==> src/logic/line_fill_pkg.sv <==
// Purpose: Shared constants for the cache line fill link
// Assumes: 32-bit words, 4-word lines, single core clock
// Notes: Control bit values and line geometry
package line_fill_pkg;
    localparam int WORD_W = 32;
    localparam int LINE_WORDS = 4;
    localparam int OFS_W = 2;
    localparam logic FLAG_READ = 1'b0;
    localparam logic FLAG_WRITE = 1'b1;
    localparam logic FLAG_WIDE = 1'b0;
    localparam logic FLAG_BYTE = 1'b1;
    localparam logic [1:0] SIZE_BYTE = 2'h0;
    localparam logic [1:0] SIZE_HALF = 2'h1;
    localparam logic [1:0] SIZE_WORD = 2'h2;
    localparam int FIFO_DEPTH = 16;
    localparam int REQ_W = 67;
endpackage

==> src/logic/cache_line_fill_link.sv <==
// Purpose: Cache miss and write-through link for both cache controllers
// Assumes: Link inputs come from logic on the same core clock
// Notes: Requests from the data cache side queue in a 16-entry FIFO
`timescale 1ns/100ps

module link_fifo #(
    parameter int WIDTH = 32,
    parameter int DEPTH = 16
) (
    input wire logic sys_clk_i, // Core clock
    input wire logic rst_i, // Sync reset
    input wire logic in_valid_i, // Write side valid
    output logic in_ready_o, // Not full
    input wire logic [WIDTH-1:0] in_data_i, // Write data
    output logic out_valid_o, // Not empty
    input wire logic out_ready_i, // Drain side ready
    output logic [WIDTH-1:0] out_data_o // Head word
);
    localparam int AW = $clog2(DEPTH);
    logic [WIDTH-1:0] mem_r [DEPTH];
    logic [AW:0] wr_r;
    logic [AW:0] rd_r;
    wire do_wr = in_valid_i && in_ready_o;
    wire do_rd = out_valid_o && out_ready_i;
    assign in_ready_o = (wr_r - rd_r) != (AW+1)'(DEPTH);
    assign out_valid_o = wr_r != rd_r;
    assign out_data_o = mem_r[rd_r[AW-1:0]];
    always_ff @(posedge sys_clk_i) begin
        if (rst_i) begin
            wr_r <= '0;
            rd_r <= '0;
        end else begin
            if (do_wr) wr_r <= wr_r + 1'b1;
            if (do_rd) rd_r <= rd_r + 1'b1;
        end
    end
    always_ff @(posedge sys_clk_i) begin
        if (do_wr) mem_r[wr_r[AW-1:0]] <= in_data_i;
    end
endmodule // link_fifo

module cache_line_fill_link #(
    parameter bit iside_link_select = 1'b1,
    parameter bit dside_link_select = 1'b1
) (
    input wire logic sys_clk_i, // Core clock
    input wire logic rst_i, // Sync reset, active high
    // Instruction cache side
    input wire logic ireq_valid_i, // Read miss request
    output logic ireq_ready_o, // Request accepted
    input wire logic [line_fill_pkg::WORD_W-1:0] ireq_addr_i, // Miss addr
    output logic ifill_we_o, // Store word into cache
    output logic [line_fill_pkg::WORD_W-1:0] ifill_word_o, // Fill word
    output logic [line_fill_pkg::OFS_W-1:0] ifill_idx_o, // Word in line
    output logic icrit_valid_o, // Critical word to execution
    output logic [line_fill_pkg::WORD_W-1:0] icrit_word_o, // Crit word
    output logic ibusy_o, // Fill in progress
    // Data cache side
    input wire logic dreq_valid_i, // Read miss or store
    output logic dreq_ready_o, // Request accepted
    input wire logic dreq_write_i, // 1 store, 0 read miss
    input wire logic [1:0] dreq_size_i, // Byte, half, word
    input wire logic [line_fill_pkg::WORD_W-1:0] dreq_addr_i, // Address
    input wire logic [line_fill_pkg::WORD_W-1:0] dreq_wdata_i, // Store val
    output logic dfill_we_o, // Store word into cache
    output logic [line_fill_pkg::WORD_W-1:0] dfill_word_o, // Fill word
    output logic [line_fill_pkg::OFS_W-1:0] dfill_idx_o, // Word in line
    output logic dcrit_valid_o, // Load data to execution
    output logic [line_fill_pkg::WORD_W-1:0] dcrit_word_o, // Selected
    output logic dbusy_o, // Transfer in progress
    // Instruction links
    output logic iside_request_push_o, // Push strobe
    output logic [line_fill_pkg::WORD_W-1:0] iside_request_word_o, // Word
    output logic iside_request_flag_o, // Control bit
    input wire logic iside_request_stop_i, // Full
    output logic iside_request_clock_out_o, // Link clock
    output logic iside_return_pop_o, // Pop strobe
    input wire logic [line_fill_pkg::WORD_W-1:0] iside_return_word_i, // Word
    input wire logic iside_return_flag_i, // Control bit, unused
    input wire logic iside_return_present_i, // Word present
    output logic iside_return_clock_out_o, // Link clock
    // Data links
    output logic dside_request_push_o, // Push strobe
    output logic [line_fill_pkg::WORD_W-1:0] dside_request_word_o, // Word
    output logic dside_request_flag_o, // Control bit
    input wire logic dside_request_stop_i, // Full
    output logic dside_request_clock_out_o, // Link clock
    output logic dside_return_pop_o, // Pop strobe
    input wire logic [line_fill_pkg::WORD_W-1:0] dside_return_word_i, // Word
    input wire logic dside_return_flag_i, // Control bit
    input wire logic dside_return_present_i, // Word present
    output logic dside_return_clock_out_o // Link clock
);
    import line_fill_pkg::*;

    typedef enum logic [1:0] {
        ST_IDLE = 2'b00,
        ST_ADDR = 2'b01,
        ST_DATA = 2'b10,
        ST_FILL = 2'b11
    } link_state_e;

    // Links run on the core clock itself
    assign iside_request_clock_out_o = sys_clk_i;
    assign iside_return_clock_out_o = sys_clk_i;
    assign dside_request_clock_out_o = sys_clk_i;
    assign dside_return_clock_out_o = sys_clk_i;

    // Instruction side
    link_state_e ist_r;
    link_state_e ist_nxt;
    logic [WORD_W-1:0] iaddr_r;
    logic [OFS_W-1:0] icnt_r;
    wire i_en = iside_link_select;
    wire i_take = i_en && ist_r == ST_IDLE && ireq_valid_i;
    wire i_push = ist_r == ST_ADDR && !iside_request_stop_i;
    wire i_pop = ist_r == ST_FILL && iside_return_present_i;
    wire i_last = i_pop && icnt_r == OFS_W'(LINE_WORDS - 1);
    assign ireq_ready_o = i_take;
    assign ibusy_o = ist_r != ST_IDLE;
    assign iside_request_push_o = i_push;
    assign iside_request_word_o = {iaddr_r[WORD_W-1:2], 2'h0};
    assign iside_request_flag_o = FLAG_READ;
    assign iside_return_pop_o = i_pop;

    always_comb begin
        ist_nxt = ist_r;
        case (ist_r)
            ST_IDLE: if (i_take) ist_nxt = ST_ADDR;
            ST_ADDR: if (i_push) ist_nxt = ST_FILL;
            ST_FILL: if (i_last) ist_nxt = ST_IDLE;
            default: ist_nxt = ST_IDLE;
        endcase
    end

    always_ff @(posedge sys_clk_i) begin
        if (rst_i) begin
            ist_r <= ST_IDLE;
            iaddr_r <= '0;
            icnt_r <= '0;
        end else begin
            ist_r <= ist_nxt;
            if (i_take) iaddr_r <= ireq_addr_i;
            if (i_take) icnt_r <= '0;
            else if (i_pop) icnt_r <= icnt_r + 1'b1;
        end
    end

    // Fill index follows wrap order from the missed word
    always_ff @(posedge sys_clk_i) begin
        if (rst_i) begin
            ifill_we_o <= 1'b0;
            ifill_word_o <= '0;
            ifill_idx_o <= '0;
            icrit_valid_o <= 1'b0;
            icrit_word_o <= '0;
        end else begin
            ifill_we_o <= i_pop;
            icrit_valid_o <= i_pop && icnt_r == '0;
            if (i_pop) begin
                ifill_word_o <= iside_return_word_i;
                ifill_idx_o <= iaddr_r[3:2] + icnt_r;
            end
            if (i_pop && icnt_r == '0) icrit_word_o <= iside_return_word_i;
        end
    end

    // Data side requests are queued so the cache side sees back-pressure
    // Size sits above the write bit at 64
    localparam int SZ_LO = 65;
    wire [REQ_W-1:0] dq_in = {dreq_size_i, dreq_write_i, dreq_wdata_i[31:1],
        dreq_wdata_i[0], dreq_addr_i};
    wire [REQ_W-1:0] dq_out;
    wire dq_valid;
    logic dq_ready;
    logic dq_in_ready;
    assign dreq_ready_o = dq_in_ready && dside_link_select;

    link_fifo #(.WIDTH(REQ_W), .DEPTH(FIFO_DEPTH)) u_dq (
        .sys_clk_i(sys_clk_i),
        .rst_i(rst_i),
        .in_valid_i(dreq_valid_i && dside_link_select),
        .in_ready_o(dq_in_ready),
        .in_data_i(dq_in),
        .out_valid_o(dq_valid),
        .out_ready_i(dq_ready),
        .out_data_o(dq_out)
    );

    wire [WORD_W-1:0] hq_addr = dq_out[WORD_W-1:0];
    wire [WORD_W-1:0] hq_wdata = dq_out[2*WORD_W-1:WORD_W];
    wire hq_write = dq_out[2*WORD_W];
    wire [1:0] hq_size = dq_out[SZ_LO+1:SZ_LO];

    link_state_e dst_r;
    link_state_e dst_nxt;
    logic [WORD_W-1:0] daddr_r;
    logic [WORD_W-1:0] dwdata_r;
    logic [1:0] dsize_r;
    logic dwrite_r;
    logic [OFS_W-1:0] dcnt_r;
    wire d_take = dst_r == ST_IDLE && dq_valid;
    assign dq_ready = d_take;
    wire d_push = (dst_r == ST_ADDR || dst_r == ST_DATA)
        && !dside_request_stop_i;
    wire d_pop = dst_r == ST_FILL && dside_return_present_i;
    wire d_last = d_pop && dcnt_r == OFS_W'(LINE_WORDS - 1);
    assign dbusy_o = dst_r != ST_IDLE || dq_valid;

    // Lane replication for narrow stores
    wire [WORD_W-1:0] rep_byte = {4{dwdata_r[7:0]}};
    wire [WORD_W-1:0] rep_half = {2{dwdata_r[15:0]}};
    wire [WORD_W-1:0] wdata_lanes = dsize_r == SIZE_BYTE ? rep_byte :
        dsize_r == SIZE_HALF ? rep_half : dwdata_r;
    // Write address keeps low bits for lane encoding
    wire [WORD_W-1:0] rd_word = {daddr_r[WORD_W-1:2], 2'h0};
    wire in_addr = dst_r == ST_ADDR;
    assign dside_request_push_o = d_push;
    assign dside_request_word_o = !in_addr ? wdata_lanes :
        dwrite_r ? daddr_r : rd_word;
    assign dside_request_flag_o = in_addr ? (dwrite_r ? FLAG_WRITE :
        FLAG_READ) : (dsize_r == SIZE_BYTE ? FLAG_BYTE
        : FLAG_WIDE);
    assign dside_return_pop_o = d_pop;

    always_comb begin
        dst_nxt = dst_r;
        case (dst_r)
            ST_IDLE: if (d_take) dst_nxt = ST_ADDR;
            ST_ADDR: if (d_push) dst_nxt = dwrite_r ? ST_DATA : ST_FILL;
            ST_DATA: if (d_push) dst_nxt = ST_IDLE;
            ST_FILL: if (d_last) dst_nxt = ST_IDLE;
            default: dst_nxt = ST_IDLE;
        endcase
    end

    always_ff @(posedge sys_clk_i) begin
        if (rst_i) begin
            dst_r <= ST_IDLE;
            daddr_r <= '0;
            dwdata_r <= '0;
            dsize_r <= SIZE_WORD;
            dwrite_r <= 1'b0;
            dcnt_r <= '0;
        end else begin
            dst_r <= dst_nxt;
            if (d_take) begin
                daddr_r <= hq_addr;
                dwdata_r <= hq_wdata;
                dsize_r <= hq_size;
                dwrite_r <= hq_write;
            end
            if (d_take) dcnt_r <= '0;
            else if (d_pop) dcnt_r <= dcnt_r + 1'b1;
        end
    end

    // Load byte selection from the whole critical word
    wire [WORD_W-1:0] rw = dside_return_word_i;
    wire [1:0] bo = daddr_r[1:0];
    wire [7:0] sel_b = bo == 2'h0 ? rw[31:24] : bo == 2'h1 ? rw[23:16] :
        bo == 2'h2 ? rw[15:8] : rw[7:0];
    wire [15:0] sel_h = bo[1] ? rw[15:0] : rw[31:16];
    wire [WORD_W-1:0] load_val = dsize_r == SIZE_BYTE ? {24'h0, sel_b} :
        dsize_r == SIZE_HALF ? {16'h0, sel_h} : rw;

    always_ff @(posedge sys_clk_i) begin
        if (rst_i) begin
            dfill_we_o <= 1'b0;
            dfill_word_o <= '0;
            dfill_idx_o <= '0;
            dcrit_valid_o <= 1'b0;
            dcrit_word_o <= '0;
        end else begin
            dfill_we_o <= d_pop;
            dcrit_valid_o <= d_pop && dcnt_r == '0;
            if (d_pop) begin
                dfill_word_o <= rw;
                dfill_idx_o <= daddr_r[3:2] + dcnt_r;
            end
            if (d_pop && dcnt_r == '0) dcrit_word_o <= load_val;
        end
    end

    property p_i_push_ok;
        @(posedge sys_clk_i) disable iff (rst_i)
        iside_request_push_o |-> !iside_request_stop_i;
    endproperty
    a_i_push_ok: assert property (p_i_push_ok)
        else $error("i push while full");
    property p_d_push_ok;
        @(posedge sys_clk_i) disable iff (rst_i)
        dside_request_push_o |-> !dside_request_stop_i;
    endproperty
    a_d_push_ok: assert property (p_d_push_ok)
        else $error("d push while full");
    property p_d_pop_ok;
        @(posedge sys_clk_i) disable iff (rst_i)
        dside_return_pop_o |-> dside_return_present_i;
    endproperty
    a_d_pop_ok: assert property (p_d_pop_ok)
        else $error("d pop while empty");
    property p_i_read_flag;
        @(posedge sys_clk_i) disable iff (rst_i)
        iside_request_push_o |-> !iside_request_flag_o
            && iside_request_word_o[1:0] == 2'h0;
    endproperty
    a_i_read_flag: assert property (p_i_read_flag)
        else $error("bad i read request");
    property p_d_wr_pair;
        @(posedge sys_clk_i) disable iff (rst_i)
        (dside_request_push_o && dst_r == ST_ADDR && dwrite_r)
            |-> dside_request_flag_o ##1 (dst_r == ST_DATA);
    endproperty
    a_d_wr_pair: assert property (p_d_wr_pair)
        else $error("write address not followed by data");
    property p_d_byte_flag;
        @(posedge sys_clk_i) disable iff (rst_i)
        (dside_request_push_o && dst_r == ST_DATA)
            |-> dside_request_flag_o == (dsize_r == SIZE_BYTE);
    endproperty
    a_d_byte_flag: assert property (p_d_byte_flag)
        else $error("bad write data flag");
    property p_i_crit;
        @(posedge sys_clk_i) disable iff (rst_i)
        (i_pop && icnt_r == '0) |=> icrit_valid_o && ifill_we_o
            && icrit_word_o == ifill_word_o;
    endproperty
    a_i_crit: assert property (p_i_crit)
        else $error("critical word not forwarded");
    property p_i_four;
        @(posedge sys_clk_i) disable iff (rst_i)
        (ist_r == ST_FILL && $past(ist_r) == ST_ADDR)
            |-> !iside_return_pop_o || icnt_r == '0;
    endproperty
    a_i_four: assert property (p_i_four)
        else $error("fill count not restarted");
endmodule // cache_line_fill_link

==> config.mk <==
export PLATFORM = sky130hd
export DESIGN_NAME = cache_line_fill_link
export DESIGN_NICKNAME = d
export VERILOG_FILES = /design/src/logic/line_fill_pkg.sv /design/src/logic/cache_line_fill_link.sv
export SDC_FILE = /design/constraint.sdc
export NUM_CORES = 2
export LEC_CHECK = 0
export BUFFER_PORTS_ARGS = -buffer_cell sky130_fd_sc_hd__buf_2
export CAP_MARGIN = 20
export CELL_PAD_IN_SITES_DETAIL_PLACEMENT = 0
export CELL_PAD_IN_SITES_GLOBAL_PLACEMENT = 1
export CORE_MARGIN = 2
export CORE_UTILIZATION = 55
export CTS_CLUSTER_SIZE = 12
export DETAILED_ROUTE_END_ITERATION = 8
export PLACE_DENSITY_LB_ADDON = 0.1
export SLEW_MARGIN = 25
export SYNTH_ARGS = -nofsm -noshare
export SYNTH_HDL_FRONTEND = slang
export SYNTH_SLANG_ARGS = --single-unit
==> constraint.sdc <==
create_clock -name sys_clk_i -period 19.91 [get_ports sys_clk_i]
set_clock_uncertainty 0.15 [all_clocks]
set_input_delay 3.982 -clock sys_clk_i [delete_from_list [all_inputs] [get_ports sys_clk_i]]
set_output_delay 3.982 -clock sys_clk_i [all_outputs]
set_load 0.1 [all_outputs]
### Yosys cells after proc, flatten, opt, wreduce, memory -nomap -nowiden

Memory sizes are Yosys's and may differ from the RTL's. A register that Yosys moved wholly into a read port is not among the register bits.
Cells that the tools add are included.

* add/sub/neg operators: 7
* multipliers: 0
* div/mod/pow operators: 0
* $lt $le $gt $ge: 0
* equal/unequal tests: 19
* shift operators: 0
* multiplexer cells: 25
* bitwise gates (word level): 0
* reduce and logical (&&, ||, !) cells: 28

Operator list (number)
* $mux W32: 5
* $mux W8: 3
* $mux W16: 1
* $mux W2: 8
* $eq A2 B2 Y1 const B: 6
* $logic_and A1 B1 Y1: 12
* $logic_not A2 Y1: 6
* $ne A2 B2 Y1 const B: 6
* $add A5 B1 Y5 const B: 2
* $eq A2 B1 Y1 const B: 4
* $pmux W2 S4: 1
* $mux W1: 6
* $pmux W2 S3: 1
* $ne A5 B5 Y1: 1
* $ne A5 B5 Y1 const B: 1
* $sub A5 B5 Y5: 1
* $add A2 B1 Y2 const B: 2
* $add A2 B2 Y2: 2
* $reduce_and A4 Y1: 1
* $reduce_bool A2 Y1: 2
* $reduce_or A2 Y1: 2
* $reduce_and A3 Y1: 1
* $logic_not A1 Y1: 2
* $logic_or A1 B1 Y1: 2
* $ne A2 B1 Y1 const B: 1

* bits in registers: 186
* latch bits: 0
* RAM bits: 1072
* ROM bits: 0
* input port bits: 173
* output and inout bits: 214
* word-level logic and storage cells: 97
* memories: 1

Memories
* u_dq.mem_r: words 16, width 67, read ports 1, clocked after Yosys merged registers in 1, wr ports 1, line cache_line_fill_link.sv:20 `logic [WIDTH-1:0] mem_r [DEPTH];`

### Depth between registers and ports, before layout

* depth after elaboration: 5
* depth in mapped cells: 11
* depth with buffers taken out: 7

### By module

A second synthesis with hierarchy kept.

* cells, all modules: 2801
* area, all modules: 50711.1 um2

Modules (own cells, without submodules)
* link_fifo: times used 1, cells each 1586, area each 40970.5 um2, sequential area each 32471.1 um2
* cache_line_fill_link: times used 1, cells each 1215, area each 9740.6 um2, sequential area each 4824.6 um2

==> results.tsv <==
stage	metric	value	unit
outcome	outcome	complete, no violations	
synthesis	synth_ff_type	edfxtp_1	
sta	slew_headroom	31.2	%
final_layout	nFillCells	6451	
job	maxCapViolCount	0	
final_layout	drive_gt1_share	28.3	%
setup_path	reg2regPathDepth	9	
sta	final.setup.tns	0	ns
sta	final-setup-viol-count	0	
clock_tree	clk_pin_slew_worst_paths	0.06	ns
pwr	leakage	19.6	nW
routing	ant_nets	0	
final_layout	multi_input_area	0.0123	mm²
placed_design	place_congestion	0.831	
clock_tree	cts_resized	0	
placed_design	dp_hpwl	69200	µm
global_routing	antenna_found_initial	17	
clock_tree	cts_tree	yes	
floorplanning	die_x	307	µm
sta	hold_ws	0.299	ns
global_routing	grt_pass1_vias	27413	
sta	timing.final.ws_setup	5.28	ns
global_routing	overflow	0	
floorplanning	die_h	307	µm
sta	rsz0062_at_grt	false	
min_path	hold_depth	2	
global_routing	grt_start_max_net_pins	112	
synthesis	synth_common_cells	edfxtp_1, nand2_1, mux4_2	
floorplanning	top_level_ports	387	
placed_design	port-buffer-count	379	
pwr	p_per_area	124	mW/mm²
setup_path	path_cells	clkbuf_16, clkbuf_16, buf_2	
setup_path	path_class	clock port to output pin	
pwr	p_total	0.00713	W
synthesis	synth_edf_count	1072	
final_layout	seqCellArea	0.0372	mm²
setup_path	r2r-start	u_dq.rd_r[2]	
min_path	hold_class	flop to flop	
setup_path	cp.required	15.78	ns
routing	wl_per_cell	27.8	µm
final_layout	area_growth_syn_to_layout	14.4	%
synthesis	async_reset_ff_share	0	%
floorplanning	start_util	55.3	%
synthesis	syn_inst	2820	
clock_tree	cts_hold_buf	0	
routing	avgViaCountPerCell	6.16	
min_path	hold_end	dcrit_word_o[24]	
setup_path	max_stage_delay	0.28	ns
setup_path	cpMaxStageDelayCell	buf_2	
synthesis	synth-seq-area-share	73.8	%
floorplanning	die_area	0.0942	mm²
routing	vias	27699	
synthesis	synthTopCellsByArea	edfxtp_1, mux4_2, dfxtp_1	
floorplanning	num_rows	111	
synthesis	ys_types	48	
sta	finalMaxSlewViolations	0	
routing	drt_iter0_markers	2980	
synthesis	yosysMostFrequentCell	edfxtp_1	
sta	tightest_slew	1.03	ns
floorplanning	core_area	0.0912	mm²
min_path	worstHoldStart	dcrit_word_o[24]	
placed_design	post-place-ws	5.55	ns
pwr	vdd_ir_drop_max	0.262	mV
setup_path	cp-start-kind	clock port	
synthesis	synth.avg_cell_area	17.9	µm²
routing	drc_errors	0	
synthesis	synth_area	0.0505	mm²
setup_path	worstReg2RegEnd	u_dq.mem_r[5][46]	
synthesis	synth_top_area_share	63.8	%
final_layout	final_net_count	3405	
synthesis	yosys.area.top_type	edfxtp_1	
synthesis	ys_warn_count	0	
routing	firstDrtPassIters	5	
synthesis	ys_ff_latch	1323	
setup_path	end_kind	output pin	
setup_path	r2r_slack	14.88	ns
setup_path	cp_max_fo	2	
sta	finalHoldViolCount	0	
global_routing	grt_first_pass_wirelength	181000	µm
routing	finalWirelength	125000	µm
setup_path	cp.arrival	10.50	ns
clock_tree	clock_latency	0.83	ns
setup_path	cpMostUsedCell	clkbuf_16	
global_routing	grt_use_total	26.5	%
clock_tree	cts_setup_buffers	0	
## worst max-delay path, delay by kind of cell
family / cells / cell delay (ns)
buffers and inverters: 3 / 0.54
## through the flow
step | cells | utilization, % | instance area [µm²]
after floorplan | 2822 | - | 50500
after global placement | 4255 | 58.5 | 53400
after detailed placement | 4256 | 58.6 | 53500
after CTS | 4490 | 63.2 | 57700
after global routing | 4491 | 63.3 | 57700
final | 4493 | 63.3 | 57700
## area by class of cell
type,count,area share (%)
clock inverters,28,0.449
diodes,3,0.0130
repair buffers,431,4.05
well taps,1186,2.57
multi-input cells,1291,21.3
flip-flops and latches,1323,64.5
clock buffers,210,6.95
inverters,21,0.145
## registers in the layout, indices dropped and copies added (netlist names), 2 cells and up
name and flops:
dfill_idx_o 2, ifill_word_o 32, ist_r 2, icnt_r 2, u_dq.mem_r 1072, u_dq.wr_r 5, u_dq.rd_r 5, dsize_r 2
dst_r 2, dwdata_r 32, dcnt_r 2, iaddr_r 30, dfill_word_o 32, icrit_word_o 32, dcrit_word_o 32, ifill_idx_o 2
daddr_r 32
## per-layer routing
layer	wire (µm)	global-route usage (%)	part of all wire (%)
met5	63	0	0.050
met4	3110	7.92	2.5
met3	11600	6.09	9.3
met2	59300	41.8	47
met1	50900	37.5	41
## power by group
part | leakage, nW | total (W) | switching [W] | internal [W]
logic | 5.81 | 0.00142 | 0.000940 | 0.000482
registers | 11.7 | 0.00321 | 0.000123 | 0.00309
clock network | 2.09 | 0.00250 | 0.00107 | 0.00143
## placed cells by master (no fill, tap or decap), types with 26 or more instances in the layout
master        n
o21ai_1      68
mux4_2      277
o21ai_0      28
dfxtp_1     247
nand2_1     313
edfxtp_1   1072
a22oi_1      74
nand3_1      26
mux2i_1      99
clkbuf_1     50
a22o_1       66
buf_2       378
nor2_1       53
buf_4        51
a21oi_1     171
clkbuf_16   148
## worst max-delay path by stage
stage	start	to	slack [ns]	cells past startpoint
after floorplan	sys_clk_i	dside_request_clock_out_o	5.61	1
after detailed placement	sys_clk_i	dside_request_clock_out_o	5.55	1
final	sys_clk_i	dside_return_clock_out_o	5.28	3
after global routing	sys_clk_i	dside_request_clock_out_o	5.27	3
after global placement	sys_clk_i	dside_request_clock_out_o	5.55	1
after CTS	sys_clk_i	dside_return_clock_out_o	5.27	3
## logic make-up (layout without fill, tap and decap cells)
kind of cell               count (synthesis)  count (layout)  synth area share [%]
and+or+nand+nor                          440             440                  3.52
muxes                                    392             392                  14.7
buffers and inverters                    208             690                  2.12
AOI/OAI and AO/OA                        425             425                  5.20
xor gates and xnor gates                  12              12                 0.238
adders and majority gates                 19              19                 0.471
other                                      1               6               0.00743
DFF                                     1323            1323                  73.8
(Power assumes the default switching activity.)
